<file path="src/inc/sltf_pkg.sv">
// Shared constants and types for the serial link test and framing block
package sltf_pkg;

    // Register offsets and field positions
    localparam logic [11:0] TEST_CTRL_ADDR  = 12'h205;
    localparam logic [11:0] DEV_ID_ADDR     = 12'h206;
    localparam logic [11:0] FRAME_CHAR_ADDR = 12'h207;
    localparam int          TEST_SEL_MSB    = 4;
    localparam int          FRAME_END_CHAR_SELECT_MSB       = 1;
    localparam logic [7:0]  TEST_CTRL_RST   = 8'h00;
    localparam logic [7:0]  DEV_ID_RST      = 8'h00;
    localparam logic [7:0]  FRAME_CHAR_RST  = 8'h00;

    // Data path geometry and timing counts
    localparam int          DATA_W     = 8;
    localparam int          FIFO_DEPTH = 4;
    localparam logic [1:0]  FRAME_LAST = 2'h3;  // 4 octets per frame
    localparam logic [3:0]  MF_LAST    = 4'hf;  // 16 octets per multiframe
    localparam logic [1:0]  ILA_MF_LAST = 2'h3; // 4 multiframes of alignment
    localparam logic [3:0]  RPAT_LAST  = 4'hb;  // 12 octet random pattern

    // Control and data characters (8-bit value before 8B/10B encoding) and pattern constants
    localparam logic [7:0] K28_0 = 8'h1c;
    localparam logic [7:0] K28_1 = 8'h3c;
    localparam logic [7:0] K28_3 = 8'h7c;
    localparam logic [7:0] K28_4 = 8'h9c;
    localparam logic [7:0] K28_5 = 8'hbc;
    localparam logic [7:0] K28_7 = 8'hfc;
    localparam logic [7:0] D21_5 = 8'hb5;
    localparam logic [15:0] CLK_PATTERN = 16'h00ff;
    localparam logic [95:0] RPAT_SEQ = 96'hbed723476b8fb3145efb3559;
    localparam logic [30:0] PRBS_SEED = 31'h7fffffff;

    // Test pattern selector codes
    typedef enum logic [4:0] {
        TP_OFF       = 5'h00,
        TP_PRBS7     = 5'h01,
        TP_PRBS15    = 5'h02,
        TP_PRBS23    = 5'h03,
        TP_RAMP      = 5'h04,
        TP_TRANSPORT = 5'h05,
        TP_D21_5     = 5'h06,
        TP_K28_5     = 5'h07,
        TP_REP_ILA   = 5'h08,
        TP_RPAT      = 5'h09,
        TP_LOW       = 5'h0a,
        TP_HIGH      = 5'h0b,
        TP_PRBS9     = 5'h0d,
        TP_PRBS31    = 5'h0e,
        TP_CLOCK     = 5'h0f,
        TP_K28_7     = 5'h10
    } sltf_test_e;

    // Frame end character selector
    typedef enum logic [1:0] {
        FC_K28_7 = 2'h0,
        FC_K28_1 = 2'h1,
        FC_K28_5 = 2'h2
    } sltf_frame_end_char_select_e;

    // Transmit sequencing
    typedef enum logic [1:0] {
        ST_IDLE = 2'b00,
        ST_ILA  = 2'b01,
        ST_DATA = 2'b10
    } sltf_state_e;

endpackage

</file>
<file path="src/inc/sltf_link_if.sv">
// Register port and lane stream between device and receiver ends
`timescale 1ns/1ps
interface sltf_link_if (
    input wire logic mclk
);
    import sltf_pkg::*;

    logic              reg_wr;
    logic              reg_rd;
    logic [11:0]       reg_addr;
    logic [7:0]        reg_wdata;
    logic [7:0]        reg_rdata;
    logic              serial_link_enable;
    logic [DATA_W-1:0] lane_byte;
    logic              lane_k;
    logic              lane_raw;
    logic              lane_valid;

    modport dev (
        input  reg_wr, reg_rd, reg_addr, reg_wdata, serial_link_enable,
        output reg_rdata, lane_byte, lane_k, lane_raw, lane_valid
    );
    modport host (
        output reg_wr, reg_rd, reg_addr, reg_wdata, serial_link_enable,
        input  reg_rdata, lane_byte, lane_k, lane_raw, lane_valid
    );
endinterface

</file>
<file path="src/sltf_dev.sv">
// Transmit end: test patterns, alignment device ID and frame end marks
`timescale 1ns/1ps
module sltf_dev
    import sltf_pkg::*;
(
    input  wire logic              mclk,
    input  wire logic              rst,
    input  wire logic              ce,
    sltf_link_if.dev               link,
    input  wire logic              link_8b10b,
    input  wire logic [DATA_W-1:0] sample_data,
    input  wire logic              sample_valid,
    output logic                   sample_ready
);
    logic [7:0]        test_ctrl;
    logic [7:0]        dev_id;
    logic [7:0]        frame_char;
    sltf_state_e       state;
    logic [3:0]        octet_cnt;
    logic [1:0]        mf_cnt;
    logic [30:0]       prbs;
    logic [7:0]        ramp;
    logic              clk_phase;
    logic [3:0]        rpat_idx;
    logic [DATA_W-1:0] prev_last;
    logic [DATA_W-1:0] fifo_data;
    logic              fifo_valid;
    logic              fifo_pop;
    sltf_test_e        code;
    logic [7:0]        eof_char;
    logic [7:0]        ila_byte;
    logic              ila_k;
    logic              frame_end;
    logic [30:0]       next_prbs;
    logic [7:0]        prbs_byte;
    logic [7:0]        next_byte;
    logic              next_k;
    logic              next_raw;

    // Samples queue here so the source stalls during alignment and tests
    sltf_fifo #(
        .WIDTH (DATA_W),
        .DEPTH (FIFO_DEPTH)
    ) u_fifo (
        .mclk      (mclk),
        .rst       (rst),
        .ce        (ce),
        .in_data   (sample_data),
        .in_valid  (sample_valid),
        .in_ready  (sample_ready),
        .out_data  (fifo_data),
        .out_valid (fifo_valid),
        .out_ready (fifo_pop)
    );

    // Register writes; upper bits are stored as written and read back
    always_ff @(posedge mclk) begin
        if (rst) begin
            test_ctrl  <= TEST_CTRL_RST;
            dev_id     <= DEV_ID_RST;
            frame_char <= FRAME_CHAR_RST;
        end else if (ce && link.reg_wr) begin
            if (link.reg_addr == TEST_CTRL_ADDR) begin
                test_ctrl <= link.reg_wdata;
            end else if (link.reg_addr == DEV_ID_ADDR) begin
                dev_id <= link.reg_wdata;
            end else if (link.reg_addr == FRAME_CHAR_ADDR) begin
                frame_char <= link.reg_wdata;
            end
        end
    end

    // Read data one cycle after the strobe, zero when unmapped
    always_ff @(posedge mclk) begin
        if (rst) begin
            link.reg_rdata <= 8'h00;
        end else if (ce && link.reg_rd) begin
            if (link.reg_addr == TEST_CTRL_ADDR) begin
                link.reg_rdata <= test_ctrl;
            end else if (link.reg_addr == DEV_ID_ADDR) begin
                link.reg_rdata <= dev_id;
            end else if (link.reg_addr == FRAME_CHAR_ADDR) begin
                link.reg_rdata <= frame_char;
            end else begin
                link.reg_rdata <= 8'h00;
            end
        end
    end

    // Effective test code; reserved codes fall back to sample data
    always_comb begin
        code = sltf_test_e'(test_ctrl[TEST_SEL_MSB:0]);
        case (test_ctrl[TEST_SEL_MSB:0])
            5'h0c, 5'h11, 5'h12, 5'h13, 5'h14, 5'h15, 5'h16, 5'h17,
            5'h18, 5'h19, 5'h1a, 5'h1b, 5'h1c, 5'h1d, 5'h1e,
            5'h1f: code = TP_OFF;
            5'h07, 5'h08, 5'h09, 5'h10: begin
                if (!link_8b10b) begin
                    code = TP_OFF;
                end
            end
            default: code = sltf_test_e'(test_ctrl[TEST_SEL_MSB:0]);
        endcase
    end

    // Frame end character decode; reserved value acts as zero
    always_comb begin
        case (frame_char[FRAME_END_CHAR_SELECT_MSB:0])
            FC_K28_1: eof_char = K28_1;
            FC_K28_5: eof_char = K28_5;
            default:  eof_char = K28_7;
        endcase
    end

    // Alignment sequence content, device ID in second multiframe
    always_comb begin
        ila_byte = {4'h0, octet_cnt};
        ila_k    = 1'b0;
        if (octet_cnt == 4'h0) begin
            ila_byte = K28_0;
            ila_k    = 1'b1;
        end else if (octet_cnt == MF_LAST) begin
            ila_byte = K28_3;
            ila_k    = 1'b1;
        end else if (mf_cnt == 2'h1 && octet_cnt == 4'h1) begin
            ila_byte = K28_4;
            ila_k    = 1'b1;
        end else if (mf_cnt == 2'h1 && octet_cnt == 4'h2) begin
            ila_byte = dev_id;
        end
    end

    // Eight PRBS steps per octet, polynomial per selector code
    always_comb begin
        int order;
        int tap;
        logic fb;
        order     = 7;
        tap       = 6;
        fb        = 1'b0;
        next_prbs = prbs;
        prbs_byte = 8'h00;
        case (code)
            TP_PRBS9:  begin order = 9;  tap = 5;  end
            TP_PRBS15: begin order = 15; tap = 14; end
            TP_PRBS23: begin order = 23; tap = 18; end
            TP_PRBS31: begin order = 31; tap = 28; end
            default:   begin order = 7;  tap = 6;  end
        endcase
        for (int i = 0; i < 8; i++) begin
            fb        = next_prbs[order-1] ^ next_prbs[tap-1];
            next_prbs = {next_prbs[29:0], fb};
            prbs_byte = {prbs_byte[6:0], fb};
        end
        next_prbs = next_prbs & ((31'h1 << order) - 31'h1);
    end

    assign frame_end = (octet_cnt[1:0] == FRAME_LAST);

    // Lane octet selection; test patterns displace samples
    always_comb begin
        next_byte = K28_5;
        next_k    = 1'b1;
        next_raw  = 1'b0;
        fifo_pop  = 1'b0;
        case (state)
            ST_IDLE: begin
                next_byte = K28_5;
                next_k    = 1'b1;
            end
            ST_ILA: begin
                next_byte = ila_byte;
                next_k    = ila_k;
            end
            default: begin
                next_k = 1'b0;
                case (code)
                    TP_OFF: begin
                        fifo_pop  = fifo_valid;
                        next_byte = fifo_valid ? fifo_data : 8'h00;
                        if (link_8b10b && frame_end &&
                            next_byte == prev_last) begin
                            next_byte = eof_char;
                            next_k    = 1'b1;
                        end
                    end
                    TP_PRBS7, TP_PRBS9, TP_PRBS15, TP_PRBS23,
                    TP_PRBS31: begin
                        next_byte = prbs_byte;
                        next_raw  = 1'b1;
                    end
                    TP_RAMP:      next_byte = ramp;
                    TP_TRANSPORT: next_byte = {octet_cnt, ~octet_cnt};
                    TP_D21_5:     next_byte = D21_5;
                    TP_K28_5: begin
                        next_byte = K28_5;
                        next_k    = 1'b1;
                    end
                    TP_REP_ILA: begin
                        next_byte = ila_byte;
                        next_k    = ila_k;
                    end
                    TP_RPAT: next_byte = RPAT_SEQ[95-8*rpat_idx -: 8];
                    TP_LOW: begin
                        next_byte = 8'h00;
                        next_raw  = 1'b1;
                    end
                    TP_HIGH: begin
                        next_byte = 8'hff;
                        next_raw  = 1'b1;
                    end
                    TP_CLOCK: begin
                        next_byte = clk_phase ? CLK_PATTERN[7:0]
                                              : CLK_PATTERN[15:8];
                        next_raw  = 1'b1;
                    end
                    TP_K28_7: begin
                        next_byte = K28_7;
                        next_k    = 1'b1;
                    end
                    default: next_byte = 8'h00;
                endcase
            end
        endcase
    end

    // Sequencing: comma idle, four alignment multiframes, then data
    always_ff @(posedge mclk) begin
        if (rst) begin
            state     <= ST_IDLE;
            octet_cnt <= 4'h0;
            mf_cnt    <= 2'h0;
        end else if (ce) begin
            if (!link.serial_link_enable) begin
                state     <= ST_IDLE;
                octet_cnt <= 4'h0;
                mf_cnt    <= 2'h0;
            end else begin
                if (state == ST_IDLE) begin
                    state <= ST_ILA;
                end else begin
                    octet_cnt <= octet_cnt + 4'h1;
                    if (octet_cnt == MF_LAST) begin
                        mf_cnt <= mf_cnt + 2'h1;
                        if (state == ST_ILA && mf_cnt == ILA_MF_LAST) begin
                            state <= ST_DATA;
                        end
                    end
                end
            end
        end
    end

    // Pattern generators advance every octet in the data state, whichever pattern is on the lane
    always_ff @(posedge mclk) begin
        if (rst) begin
            prbs      <= PRBS_SEED;
            ramp      <= 8'h00;
            clk_phase <= 1'b0;
            rpat_idx  <= 4'h0;
            prev_last <= 8'h00;
        end else if (ce) begin
            if (state != ST_DATA) begin
                prbs      <= PRBS_SEED;
                ramp      <= 8'h00;
                clk_phase <= 1'b0;
                rpat_idx  <= 4'h0;
            end else begin
                prbs      <= next_prbs;
                ramp      <= ramp + 8'h01;
                clk_phase <= ~clk_phase;
                rpat_idx  <= (rpat_idx == RPAT_LAST) ? 4'h0
                                                     : rpat_idx + 4'h1;
            end
            // Compare against the sample, not the substituted character
            if (state == ST_DATA && frame_end) begin
                prev_last <= fifo_valid ? fifo_data : 8'h00;
            end
        end
    end

    // Registered lane outputs
    always_ff @(posedge mclk) begin
        if (rst) begin
            link.lane_byte  <= 8'h00;
            link.lane_k     <= 1'b0;
            link.lane_raw   <= 1'b0;
            link.lane_valid <= 1'b0;
        end else if (ce) begin
            link.lane_byte  <= next_byte;
            link.lane_k     <= next_k;
            link.lane_raw   <= next_raw;
            link.lane_valid <= link.serial_link_enable;
        end
    end
endmodule

</file>
<file path="src/sltf_fifo.sv">
// Small sample FIFO with valid and ready on both sides
`timescale 1ns/1ps
module sltf_fifo #(
    parameter int WIDTH = 8,
    parameter int DEPTH = 4
) (
    input  wire logic             mclk,
    input  wire logic             rst,
    input  wire logic             ce,
    input  wire logic [WIDTH-1:0] in_data,
    input  wire logic             in_valid,
    output logic                  in_ready,
    output logic      [WIDTH-1:0] out_data,
    output logic                  out_valid,
    input  wire logic             out_ready
);
    localparam int AW = $clog2(DEPTH);

    logic [WIDTH-1:0] mem [DEPTH];
    logic [AW-1:0]    wr_ptr;
    logic [AW-1:0]    rd_ptr;
    logic [AW:0]      count;
    logic             push;
    logic             pop;

    // Full and empty straight from the occupancy count
    assign in_ready  = (count != (AW+1)'(DEPTH));
    assign out_valid = (count != '0);
    assign push      = ce & in_valid & in_ready;
    assign pop       = ce & out_valid & out_ready;
    assign out_data  = mem[rd_ptr];

    // Storage, written only on an accepted push
    always_ff @(posedge mclk) begin
        if (push) begin
            mem[wr_ptr] <= in_data;
        end
    end

    // Pointers wrap at the depth, which need not be a power of two
    always_ff @(posedge mclk) begin
        if (rst) begin
            wr_ptr <= '0;
            rd_ptr <= '0;
            count  <= '0;
        end else begin
            if (push) begin
                wr_ptr <= (wr_ptr == AW'(DEPTH-1)) ? '0 : wr_ptr + 1'b1;
            end
            if (pop) begin
                rd_ptr <= (rd_ptr == AW'(DEPTH-1)) ? '0 : rd_ptr + 1'b1;
            end
            if (push && !pop) begin
                count <= count + 1'b1;
            end else if (pop && !push) begin
                count <= count - 1'b1;
            end
        end
    end
endmodule

</file>
<file path="src/flat_wrapper.sv">
// flat-port wrapper written by rule: the top's interface ports become plain ports
module sltf_dev_flat import sltf_pkg::*;
  (mclk, rst, ce, link_8b10b, sample_data, sample_valid, sample_ready, link_reg_wr, link_reg_rd, link_reg_addr, link_reg_wdata, link_serial_link_enable, link_reg_rdata, link_lane_byte, link_lane_k, link_lane_raw, link_lane_valid);
  sltf_link_if link_i (.mclk(mclk));
  input  wire logic mclk;
  input  wire logic rst;
  input  wire logic ce;
  input  wire logic link_8b10b;
  input  wire logic [DATA_W-1:0] sample_data;
  input  wire logic sample_valid;
  output logic sample_ready;
  input wire logic [$bits(link_i.reg_wr)-1:0] link_reg_wr;
  input wire logic [$bits(link_i.reg_rd)-1:0] link_reg_rd;
  input wire logic [$bits(link_i.reg_addr)-1:0] link_reg_addr;
  input wire logic [$bits(link_i.reg_wdata)-1:0] link_reg_wdata;
  input wire logic [$bits(link_i.serial_link_enable)-1:0] link_serial_link_enable;
  output wire logic [$bits(link_i.reg_rdata)-1:0] link_reg_rdata;
  output wire logic [$bits(link_i.lane_byte)-1:0] link_lane_byte;
  output wire logic [$bits(link_i.lane_k)-1:0] link_lane_k;
  output wire logic [$bits(link_i.lane_raw)-1:0] link_lane_raw;
  output wire logic [$bits(link_i.lane_valid)-1:0] link_lane_valid;
  assign link_i.reg_wr = link_reg_wr;
  assign link_i.reg_rd = link_reg_rd;
  assign link_i.reg_addr = link_reg_addr;
  assign link_i.reg_wdata = link_reg_wdata;
  assign link_i.serial_link_enable = link_serial_link_enable;
  assign link_reg_rdata = link_i.reg_rdata;
  assign link_lane_byte = link_i.lane_byte;
  assign link_lane_k = link_i.lane_k;
  assign link_lane_raw = link_i.lane_raw;
  assign link_lane_valid = link_i.lane_valid;
  sltf_dev u_core (.mclk(mclk), .rst(rst), .ce(ce), .link(link_i), .link_8b10b(link_8b10b), .sample_data(sample_data), .sample_valid(sample_valid), .sample_ready(sample_ready));
endmodule
</file>
<file path="config.mk">
export PLATFORM = sky130hd
export DESIGN_NAME = sltf_dev_flat
export DESIGN_NICKNAME = d
export VERILOG_FILES = /design/src/inc/sltf_pkg.sv /design/src/inc/sltf_link_if.sv /design/src/sltf_dev.sv /design/src/sltf_fifo.sv /design/src/flat_wrapper.sv
export SDC_FILE = /design/constraint.sdc
export NUM_CORES = 1
export LEC_CHECK = 0
export BUFFER_PORTS_ARGS = -buffer_cell sky130_fd_sc_hd__buf_2
export CAP_MARGIN = 10
export CORE_MARGIN = 2
export CORE_UTILIZATION = 44
export CTS_BUF_LIST = sky130_fd_sc_hd__clkbuf_2
export DETAILED_ROUTE_END_ITERATION = 10
export SYNTH_ARGS = -nofsm -noshare
export SYNTH_HDL_FRONTEND = slang
export SYNTH_HIERARCHICAL = 1
export SYNTH_SLANG_ARGS = --single-unit
export TNS_END_PERCENT = 1
</file>
<file path="constraint.sdc">
create_clock -name mclk -period 5.85 [get_ports mclk]
set_input_delay 0.2925 -clock mclk [delete_from_list [all_inputs] [get_ports mclk]]
set_output_delay 0.2925 -clock mclk [all_outputs]
set_load 0.05 [all_outputs]
</file>
# Word level (Yosys, flattened, before mapping)
# Memories as Yosys holds them, arrays and structs flattened. A register that Yosys moved wholly into a read port is not among the register bits.
# Index checks and enable logic that the tools add are counted.
# word_totals
word_cells,238
latchBits,0
ramBits,32
n_memories,1
inputBits,36
output_inout_bits,20
mem_bits_ro,0
ff_bits,110
# mem_list
memory,words,width,rd,rd_ports_with_merged_regs,wr,line_no,text
u_core.u_fifo.mem,4,8,1,1,1,sltf_fifo.sv:19,logic [WIDTH-1:0] mem [DEPTH];
# classes
n_bitwise,17
add_sub_neg,12
n_shift,2
n_reduce_logical,30
eq_ne,58
mux,97
n_div,0
multipliers,0
magnitude_cmp,2
# op_table
cell,n
$shiftx A103 B33 Y8 const A,1
$mux W8,11
$pmux W8 S11,1
$eq A5 B5 Y1 const B,17
$bmux W1 S5,16
$lt A32 B7 Y1 const B,2
$eq A5 B4 Y1 const B,10
$mux W1,43
$pmux W5 S4,2
$eq A12 B10 Y1 const B,3
$pmux W8 S2,2
$and A31 B31 Y31,1
$mux W31,1
$shl A1 B5 Y31 const A,1
$sub A31 B1 Y31 const B,1
$eq A5 B3 Y1 const B,5
$mux W2,11
$mux W4,4
$reduce_or A16 Y1,1
$eq A2 B2 Y1 const B,6
$sub A5 B1 Y6 const B,2
$eq A5 B2 Y1 const B,2
$logic_and A1 B1 Y1,10
$pmux W5 S2,1
other kinds (37),64

# Longest topological paths before layout
# Gate-level depths: netlist of run 1.
# depth
word_depth,40
depth_mapped,26

# Cells and area by module
# Netlist of run 1, hierarchy kept.
# by_module_without_submodules
module,cells_each,area_each_um2,n_inst,seq_area_each_um2
sltf_dev,1012,7820.0,1,2062.0
sltf_fifo,92,1659.1,1,1141.1

# Worst setup path before layout of run 1
# OpenSTA, ideal clock, no wires.
# synth_timing
path_kind,reg2reg
startpoint,reg u_core.test_ctrl[0]
endpoint,reg u_core.link.lane_byte[0]
path_stages_with_launch,27
slack_ns,-0.117
t_arrival_ns,5.839
n_path_buf,6
cell_sequence,dfxtp_1 > or3b_1 > buf_6 > nor2_8 > inv_2 > clkbuf_1 > clkbuf_1 > ha_1 > buf_2 > buf_1 > buf_1 > o21ai_0 > a21oi_1 > o22ai_1 > o21ai_0 > o31ai_2 > xor2_2 > mux2_4 > nor2_1 > o21ai_2 > a2111oi_2 > mux2_2 > a21oi_2 > xnor2_1 > a311o_1 > a41oi_2 > o211ai_1
# synth_between
elab_chain_cells,40
elab_cells_between_ends,102
cone_classes,add/sub: 2; eq/ne: 34; mux: 54; bitwise: 8; reduce/logical: 4
# synth_lines
element,line_no,text
from (decl),sltf_dev.sv:15,logic [7:0] test_ctrl;
from (signal assigned),sltf_dev.sv:64,test_ctrl <= link.reg_wdata;
$eq A5 B4 Y1 (tied with other cells),sltf_dev.sv:93,case (test_ctrl[TEST_SEL_MSB:0])
$reduce_or A16 Y1 / $reduce_or A4 Y1 (equally long branches),sltf_dev.sv:93,
$pmux W5 S2 (*),sltf_dev.sv:93,
$eq A5 B4 Y1 / $eq A5 B2 Y1 (equally long branches),"sltf_dev.sv:143, sltf_dev.sv:177",
$pmux W5 S4,sltf_dev.sv:143,case (code)
$sub A5 B1 Y6,sltf_dev.sv:151,fb = next_prbs[order-1] ^ next_prbs[tap-1];
$bmux W1 S5,sltf_dev.sv:151,
$mux W1 (implied by the code) (2 in a row),sltf_dev.sv:151,
(+21 left out),n/a,
$bmux W1 S5,sltf_dev.sv:151,
$mux W1 (implied by the code) (2 in a row),sltf_dev.sv:151,
$xor A1 B1 Y1,sltf_dev.sv:151,
$bmux W1 S5,sltf_dev.sv:151,
$mux W1 (implied by the code) (2 in a row),sltf_dev.sv:151,
$xor A1 B1 Y1,sltf_dev.sv:151,
$pmux W8 S11 (*),sltf_dev.sv:177,case (code)
$pmux W8 S2 (*),sltf_dev.sv:166,case (state)
to (signal assigned),sltf_dev.sv:290,link.lane_byte <= next_byte;
to (decl),sltf_link_if.sv:21,"output reg_rdata, lane_byte, lane_k, lane_raw, lane_valid"
# Mark *: on every way between the ends. The rest lies on a longest branch, timed or not. The select of a mux whose other input is x is not followed.
# A chain may end at the register's enable or synchronous reset.

# Worst setup path in the final report of run 1
# layout_timing
startpoint,reg u_core.test_ctrl[0]
endpoint,reg u_core.prbs[0]
# layout_between
elab_chain_cells,40
elab_cells_between_ends,92
cone_classes,add/sub: 3; eq/ne: 24; shift: 1; mux: 53; bitwise: 9; reduce/logical: 2
# layout_lines
element,line_no,text
$eq A5 B4 Y1 (tied with other cells),sltf_dev.sv:93,
$reduce_or A16 Y1 / $reduce_or A4 Y1 (equally long branches),sltf_dev.sv:93,
$pmux W5 S2 (*),sltf_dev.sv:93,
$eq A5 B4 Y1 / $eq A5 B2 Y1 (equally long branches),sltf_dev.sv:143,
$pmux W5 S4,sltf_dev.sv:143,
$sub A5 B1 Y6,sltf_dev.sv:151,
$bmux W1 S5,sltf_dev.sv:151,
$mux W1 (implied by the code) (2 in a row),sltf_dev.sv:151,
(+21 left out),n/a,
$bmux W1 S5,sltf_dev.sv:151,
$mux W1 (implied by the code) (2 in a row),sltf_dev.sv:151,
$xor A1 B1 Y1,sltf_dev.sv:151,
$bmux W1 S5,sltf_dev.sv:151,
$mux W1 (implied by the code) (2 in a row),sltf_dev.sv:151,
$xor A1 B1 Y1,sltf_dev.sv:151,
$and A31 B31 Y31 (*),sltf_dev.sv:155,next_prbs = next_prbs & ((31'h1 << order) - 31'h1);
$mux W31 (*),sltf_dev.sv:263,if (state != ST_DATA) begin
to (signal assigned),sltf_dev.sv:269,prbs <= next_prbs;
to (decl),sltf_dev.sv:21,logic [30:0] prbs;
# Marked as above.

==> flow_summary.ini, run 1 <==
[detailed_routing]
routed_wl_um = 28900
antenna_left = 0
drtIter0Drc = 831
routedWlPerCell_um = 20.0
route.detailed.drc = 0
first_pass_iters = 5
via_per_inst = 6.20
num_vias = 8959

[outcome]
status = finished clean

[clock_network]
clock_latency_ns = 0.74
cts_tree = built
htreeDepth = 4
clock-sinks = 144
root_buffer = clkbuf_2
post-cts-setup-buffer-count = 0
path_clk_slew_ns = 0.24
cts_buffers = 17
clock_path_buffers = 2

[yosys]
yosys.area.top_type_share = 0.237
ys.flop_type = dfxtp_1
synth_top_cell_by_area = dfxtp_1
synthArstFlopShare = 0
yosysUniqueCellTypes = 91
syn-cell-area_sq_um = 9480
yosys_warnings = 6
syn_avg_cell_area_sq_um = 8.59
syn_nets = 1159
syn_inst = 1104
yosys-top-cells-area = dfxtp_1 24%, edfxtp_1 10%, nor2_1 5.7%
ys_seq_area_frac = 0.338
ys_ff_latch = 144
synth_edf_count = 32

[power]
power_leakage_nw = 3.92
power.density_nw_per_um2 = 183
ir_worst_vdd_mv = 0.128
power_mw = 1.93

[floorplan]
ios = 56
start_util = 0.450
fp.dieW_um = 151
placementRows = 53
die_y_um = 151
core_sq_um = 21100
dieArea_sq_um = 22700

[timing]
setup_ws_ns = 0.381
clock_skew_ns = 0.0354
max_slew.worst_pin.slew_ns = 1.04
report.final.setup_viol = 0
post-route-period-util = 0.935
slew_violations = 0
final.setup.tns_ns = 0
fmax_mhz = 183
max-slew-margin-rel = 0.301
rsz0062_at_grt = false
finalCriticalPeriod_ns = 5.47
finalHoldViolCount = 0

[cells_and_area]
layout_commonest_cell = nor2_1
final_cell_mix = 143 x nor2_1, 116 x nand2_1, 111 x dfxtp_1
area_growth_pct = 11.2
seq_area_sq_um = 3200
multi_input_area_sq_um = 5870
nFillCells = 2082
drive_gt1_frac = 0.165
nNetsFinal = 1209
design_area_sq_um = 10500

[grt]
grt_pass1_wl_um = 46400
grtUsageTotal = 0.263
grt_max_degree = 68
grt_pass1_vias = 8396
antenna_found_initial = 1
overflow = 0

[hold_path]
hp-class = in -> reg

[setup_path]
crit_end = u_core/prbs[0]
worst_ep_arrival_time_ns = 6.08
regToRegEndpoint = u_core/prbs[0]
r2r_cells = 20
critPathMaxStageDelay_ns = 0.48
r2r_slack_ns = 0.38
crit_path_start = u_core/test_ctrl[0]
worstPathMaxFanout = 20
worstPathCellList = or3b_1, nor2_8, inv_2, ha_4, buf_6, mux4_2, nor2_1, nor4_1, o31ai_2, xor2_2, mux2_4, nor2_2, o21ai_2, a2111oi_2, mux2_2, a21oi_2, xnor2_1, a311o_1, a41oi_2, a31oi_1
regToRegStartpoint = u_core/test_ctrl[0]
worstPathRequired_ns = 6.46
critPathKind = reg -> reg
critPathSlowestCell = a2111oi_2
end_kind = flip-flop
critPathLaunchType = flip-flop

[job]
max-cap-violations = 0

[placed_design]
place_congestion = 0.981
place_area_sq_um = 10100
dpl.hpwl_um = 20800
portBuffers = 55
dpl_worst_slack_ns = 0.0988
[through the flow]
step,hold WS [ns],std cells,util
2_1_floorplan,0.391,1104,-
3_3_place_gp,0.443,1390,0.478
3_5_place_dp,0.456,1390,0.478
4_1_cts,0.0457,1441,0.497
5_1_grt,0.0547,1444,0.500
6_report,0.0891,1444,0.500
[sequential cells by signal, summed over array words and instances (netlist names), 4 cells and up, named ones only]
signal	count
u_core/test_ctrl	8
u_core/link.lane_byte	8
u_core/ramp	8
u_core/prev_last	8
u_core/dev_id	8
u_core/frame_char	8
u_core/u_fifo/mem	32
u_core/prbs	31
u_core/rpat_idx	4
u_core/link.reg_rdata	8
u_core/octet_cnt	4
[worst max-delay path, delay by kind of cell (launching register included)]
family / cells / cell delay, ns
AO/OA/AOI/OAI: 7 / 1.72
XOR/XNOR: 2 / 0.31
adder cells (fa/ha/maj): 1 / 0.36
buffers and inverters: 2 / 0.27
flip-flops: 1 / 0.43
multiplexers: 3 / 1.09
AND/OR/NAND/NOR: 5 / 1.15
[kinds of logic after synthesis]
group                    after synthesis  share of synthesized area
flip-flops                           144                      0.338
AO/OA/AOI/OAI                        299                      0.227
AND/OR/NAND/NOR                      420                      0.206
XOR/XNOR                              30                     0.0285
multiplexers                          81                      0.127
adder cells (fa/ha/maj)               19                     0.0259
buffers and inverters                111                     0.0480
[repair_timing]
item | CTS | global route
hold buffers | 19 | 0
setup endpoints to repair | 0 | 2
hold endpoints to repair | 64 | 0
resized for setup | 0 | 13
[synthesized netlist by cell type, drive strengths merged, types with 8 or more instances]
master    n
nor3     35
a21o      8
o21ai    49
buf      30
xor2     17
edfxtp   32
nand4    14
or3      10
a211oi   13
clkbuf   54
inv      27
a31oi     8
nand2   116
nor4      8
mux2i    45
ha       18
and2     10
nor2    145
o211ai   12
a22oi    10
nand2b    9
a221o    30
o221ai    9
and3     14
dfxtp   112
nand3    28
xnor2    13
mux4     29
a21oi    85
[per-layer routing]
metal / global-route usage / part of all wire / vias to the layer above
li1: - / - / 4236
met1: 0.364 / 0.44 / 4292
met2: 0.407 / 0.46 / 374
met3: 0.0503 / 0.074 / 57
met4: 0.100 / 0.029 / 0
met5: 0 / 0 / -
[where the power goes]
part	internal, mW	switching, mW
registers	1.05	0.0389
clock network	0.167	0.399
logic	0.108	0.174
[layout make-up]
cell class	count	area share
flip-flops and latches	144	0.304
well taps	275	0.0326
repair buffers	115	0.0750
clock buffers	19	0.00902
diodes	2	0.000475
inverters	27	0.00962
clock inverters	13	0.0122
multi-input cells	849	0.557
[how the worst min path moves through the flow]
stage / start / end / slack, ns / cells past startpoint
6_report: link_reg_rd / u_core/link.reg_rdata[7] / 0.09 / 4
5_1_grt: link_reg_rd / u_core/link.reg_rdata[7] / 0.05 / 4
4_1_cts: link_reg_rd / u_core/link.reg_rdata[7] / 0.05 / 4
3_5_place_dp: u_core/link.lane_valid / u_core/link.lane_valid / 0.46 / 2
3_3_place_gp: u_core/link.lane_valid / u_core/link.lane_valid / 0.44 / 2
2_1_floorplan: sample_data[0] / u_core/u_fifo/mem[0][0] / 0.39 / 0
Power figures use the tool's default switching activity.
==> inputs of run 2 (changes only) <==
ABC_CLOCK_PERIOD_IN_PS = 6850   (was unset)
CTS_BUF_LIST = sky130_fd_sc_hd__clkbuf_2 sky130_fd_sc_hd__clkbuf_4 sky130_fd_sc_hd__clkbuf_8   (was sky130_fd_sc_hd__clkbuf_2)
clock period = 6.85 ns   (was 5.85 ns; I/O delays follow)
==> flow_summary.ini, run 2 (synthesis gave the netlist of run 1 again) <==
[floorplan]
core_sq_um = 21100
fp.dieW_um = 151
start_util = 0.450
ios = 56
placementRows = 53
die_y_um = 151
dieArea_sq_um = 22700

[grt]
antenna_found_initial = 0
overflow = 0
grt_pass1_vias = 8247
use_met3 = 0.0512
use_met1 = 0.358
grt_max_degree = 68
use_met2 = 0.395
grtUsageTotal = 0.259
busiest_layer = met2
grt_pass1_wl_um = 45700

[setup_path]
worst_ep_arrival_time_ns = 6.64
critPathMaxStageDelay_ns = 0.62
crit_top_cell = nor4_1
critPathLaunchType = flip-flop
critPathKind = reg -> reg
end_kind = flip-flop
worstPathRequired_ns = 7.15
worstPathCellList = nand2_1, nor2_8, inv_2, ha_2, nor4_1, o21ai_1, o221ai_2, nor4_1, o31ai_2, xor2_2, mux2_4, nor2_1, o21ai_2, a2111oi_2, mux2_2, a21oi_2, xnor2_1, a311o_1, a41oi_2, a31oi_1
path_buf_inv = 1
crit_cells = 20
worstPathMaxFanout = 15
regToRegStartpoint = u_core/test_ctrl[2]
r2r_cells = 20
cpLargestDelayFamily = compound AO/OA/AOI/OAI gates
critPathSlowestCell = nor4_1
regToRegEndpoint = u_core/prbs[0]
r2r_slack_ns = 0.52

[clock_network]
clock-sinks = 144
path_clk_slew_ns = 0.08
cts_tree = built
root_buffer = clkbuf_8
clock_latency_ns = 0.46
cts_buffers = 17
post-cts-setup-buffer-count = 0
clock_path_buffers = 2
cts_resized = 0
htreeDepth = 4
cts_hold_buf = 0

[timing]
fmax_mhz = 158
max-slew-margin-rel = 0.310
finalCriticalPeriod_ns = 6.33
setup_ws_ns = 0.516
max_slew.worst_pin.slew_ns = 1.01
rsz0062_at_grt = false
hold_ws_ns = 0.107
finalHoldViolCount = 0
slew_violations = 0
post-route-period-util = 0.925
final.setup.tns_ns = 0
report.final.setup_viol = 0
clock_skew_ns = 0.0209

[outcome]
status = finished clean

[hold_path]
hold_end = u_core/u_fifo/mem[0][5]
hp-start = sample_data[5]
hold_depth = 1
hp-class = in -> reg

[power]
p_sw_uw = 522
power.density_nw_per_um2 = 188
ir_worst_vdd_mv = 0.116
p_seq_frac = 0.472
intPower_mw = 1.43
clockPowerShare = 0.411
power_leakage_nw = 3.84
power_mw = 1.96
comb_power_share = 0.117
sw_frac_of_total = 0.267

[detailed_routing]
routedWlPerCell_um = 20.3
routed_wl_um = 28600
first_pass_iters = 6
num_vias = 8805
via_per_inst = 6.27
route.detailed.drc = 0
drtIter0Drc = 838
antenna_left = 0

[cells_and_area]
layout_commonest_cell = nor2_1
drive_gt1_frac = 0.148
largest_reg_flops = 32
top_register = u_core/u_fifo/mem
num_antenna_cells = 0
final_cell_mix = 144 x nor2_1, 116 x nand2_1, 112 x dfxtp_1
nNetsFinal = 1171
largestRegisters = u_core/u_fifo/mem: 32 flops, u_core/prbs: 31 flops
area_growth_pct = 9.62
seq_area_sq_um = 3200
nFillCells = 2082
multi_input_area_sq_um = 5830

[placed_design]
dpl.hpwl_um = 20400
place_congestion = 0.955
portBuffers = 55
dpl_worst_slack_ns = 0.635

[job]
max-cap-violations = 0
-- run 2: changes by cell type in the layout (fill, tap and decap cells not counted), moves of 4 or more --
cell,change
clkbuf_2,-20
clkbuf_8,+19
dlygate4sd3_1,-19
buf_4,-15
bufinv_16,+4
-- run 2: cell type report --
| type | instances | area share |
|---|---|---|
| Tap cell | 275 | 0.0331 |
| Clock inverter | 12 | 0.0199 |
| Multi-Input combinational cell | 849 | 0.561 |
| Clock buffer | 20 | 0.0259 |
| Timing Repair Buffer | 77 | 0.0424 |
| Inverter | 27 | 0.00975 |
| Sequential cell | 144 | 0.308 |
-- run 2: worst max-delay path by stage --
stage	from	end	slack, ns
after floorplan	u_core/test_ctrl[0]	u_core/link.lane_byte[0]	0.88
after global placement	u_core/test_ctrl[2]	u_core/prbs[0]	0.79
after detailed placement	u_core/test_ctrl[2]	u_core/prbs[0]	0.63
after CTS	u_core/test_ctrl[2]	u_core/prbs[0]	0.61
after global routing	u_core/test_ctrl[2]	u_core/prbs[0]	0.03
final	u_core/test_ctrl[2]	u_core/prbs[0]	0.52
-- run 2: metal layers --
| metal | vias to the layer above | wire, um | part of all wire |
|---|---|---|---|
| met5 | - | 0 | 0 |
| met4 | 0 | 1010 | 0.036 |
| met3 | 58 | 1910 | 0.067 |
| met2 | 334 | 12900 | 0.45 |
| met1 | 4258 | 12700 | 0.45 |
| li1 | 4155 | - | - |
-- run 2: power groups by stage --
| stage | sequential, mW | clock, mW | combinational, mW |
|---|---|---|---|
| final | 0.924 | 0.803 | 0.228 |
| after floorplan | 0.946 | 0 | 0.151 |
| after CTS | 0.923 | 0.821 | 0.227 |
| after global routing | 0.927 | 0.857 | 0.250 |
| after detailed placement | 0.942 | 0 | 0.226 |
| after global placement | 0.942 | 0 | 0.225 |
-- run 2: through the flow --
stage	instances	cell area [sq um]	util
final	1404	10400	0.493
after global routing	1404	10400	0.493
after CTS	1404	10400	0.493
after detailed placement	1372	9920	0.470
after global placement	1372	9920	0.470
after floorplan	1104	9480	-
==> inputs of run 3 (changes only) <==
CELL_PAD_IN_SITES_DETAIL_PLACEMENT = 1   (was unset)
CELL_PAD_IN_SITES_GLOBAL_PLACEMENT = 2   (was unset)
CORE_UTILIZATION = 42   (was 44)
PLACE_DENSITY_LB_ADDON = 0.08   (was unset)
SKIP_CTS_REPAIR_TIMING = 1   (was unset)
==> flow_summary.ini, run 3 (synthesis gave the netlist of run 1 again) <==
[setup_path]
critPathKind = reg -> reg
critPathLaunchType = flip-flop
worstPathRequired_ns = 7.16
worstPathCellList = nand2_1, nor2_8, inv_2, ha_2, buf_4, mux4_1, a22o_1, o21ai_0, o31ai_2, xor2_2, mux2_4, nor2_1, o21ai_2, a2111oi_2, mux2_2, a21oi_2, xnor2_1, a311o_1, a41oi_2, a31oi_1
critPathMaxStageDelay_ns = 0.61
path_buf_inv = 2
worst_ep_arrival_time_ns = 6.69
cpLargestDelayFamily = compound AO/OA/AOI/OAI gates
critPathSlowestCell = dfxtp_1
worstPathMaxFanout = 27
end_kind = flip-flop

[floorplan]
start_util = 0.432
placementRows = 54
fp.dieW_um = 154
dieArea_sq_um = 23800
ios = 56
die_y_um = 154
core_sq_um = 22000

[placed_design]
dpl.hpwl_um = 23700
dpl_worst_slack_ns = 0.555
portBuffers = 55
place_congestion = 0.917

[grt]
grtUsageTotal = 0.279
grt_pass1_vias = 8958
grt_max_degree = 68
overflow = 0
antenna_found_initial = 0
grt_pass1_wl_um = 51600

[cells_and_area]
seq_area_sq_um = 3200
num_antenna_cells = 0
multi_input_area_sq_um = 5830
nNetsFinal = 1173
nFillCells = 2626
top_register = u_core/u_fifo/mem
largest_reg_flops = 32
final_cell_mix = 144 x nor2_1, 116 x nand2_1, 112 x dfxtp_1
area_growth_pct = 8.96
layout_commonest_cell = nor2_1
largestRegisters = u_core/u_fifo/mem: 32 flops, u_core/prbs: 31 flops
drive_gt1_frac = 0.148

[detailed_routing]
first_pass_iters = 6
route.detailed.drc = 0
routed_wl_um = 32400
routedWlPerCell_um = 23.0
drtIter0Drc = 597
antenna_left = 0
num_vias = 8841
via_per_inst = 6.27

[job]
max-cap-violations = 0

[hold_path]
hp-class = in -> reg

[outcome]
status = finished clean

[timing]
finalCriticalPeriod_ns = 6.38
rsz0062_at_grt = false
slew_violations = 0
finalHoldViolCount = 0
final.setup.tns_ns = 0
max_slew.worst_pin.slew_ns = 1.01
post-route-period-util = 0.932
clock_skew_ns = 0.0197
fmax_mhz = 157
report.final.setup_viol = 0
max-slew-margin-rel = 0.310
setup_ws_ns = 0.467

[clock_network]
htreeDepth = 4
cts_tree = built
clock_path_buffers = 2
root_buffer = clkbuf_8
cts_buffers = 17
clock-sinks = 144
clock_latency_ns = 0.47
path_clk_slew_ns = 0.09

[power]
sw_frac_of_total = 0.301
p_seq_frac = 0.497
ir_worst_vdd_mv = 0.106
power_leakage_nw = 3.80
p_sw_uw = 560
intPower_mw = 1.30
power.density_nw_per_um2 = 180
clockPowerShare = 0.376
comb_power_share = 0.126
[run 3: cell count changes in the layout (fill, tap and decap cells not counted), sizes merged]
cell and change:
clkinvlp +4, inv +4, buf +2, bufinv -3, clkbuf -3, clkinv -2
[run 3: routing by layer]
layer | vias up | track usage | routed length, um
met1 | 4407 | 0.384 | 14700
met3 | 50 | 0.0353 | 1600
met4 | 0 | 0.0957 | 750
met5 | - | 0 | 0
li1 | 4142 | - | -
met2 | 242 | 0.454 | 15400
[run 3: worst reg2reg max path, stage by stage, from the launching register on]
cell and delay, ns:
dfxtp_1 0.61, nand2_1 0.44, nor2_8 0.22, inv_2 0.05, ha_2 0.52, buf_4 0.39
mux4_1 0.38, a22o_1 0.26, o21ai_0 0.30, o31ai_2 0.15, xor2_2 0.40, mux2_4 0.36
nor2_1 0.26, o21ai_2 0.12, a2111oi_2 0.42, mux2_2 0.42, a21oi_2 0.14, xnor2_1 0.09
a311o_1 0.39, a41oi_2 0.21, a31oi_1 0.11
[run 3: stage by stage]
stage          power, mW   util  instances  instance area, sq um  hold WS [ns]
3_5_place_dp        1.18  0.453       1379                  9940         0.456
2_1_floorplan       1.10      -       1104                  9480         0.441
4_1_cts             1.88  0.470       1411                 10300        0.0585
5_1_grt             1.93  0.470       1411                 10300        0.0732
6_report            1.86  0.470       1411                 10300        0.0882
3_3_place_gp        1.17  0.453       1379                  9940         0.443
[run 3: area by class of cell]
cell class	instances	area share
Timing Repair Buffer	79	0.0441
Inverter	27	0.00981
Clock buffer	17	0.0227
Clock inverter	15	0.0153
Tap cell	280	0.0339
Multi-Input combinational cell	849	0.564
Sequential cell	144	0.310
[run 3: final timing paths]
check | from | endpoint | slack [ns] | depth (start not counted)
max | u_core/test_ctrl[2] | u_core/prbs[0] | 0.47 | 20
min reg2reg | u_core/link.lane_k | u_core/link.lane_k | 0.47 | 2
min | sample_data[6] | u_core/u_fifo/mem[0][6] | 0.09 | 1
max reg2reg | u_core/test_ctrl[2] | u_core/prbs[0] | 0.47 | 20
[run 3: power groups by stage]
stage	Sequential [mW]	Clock (mW)	Combinational, mW
floorplan	0.946	0	0.151
global placement	0.943	0	0.230
detailed placement	0.944	0	0.234
CTS	0.924	0.719	0.235
global route	0.928	0.748	0.259
finish	0.925	0.700	0.235
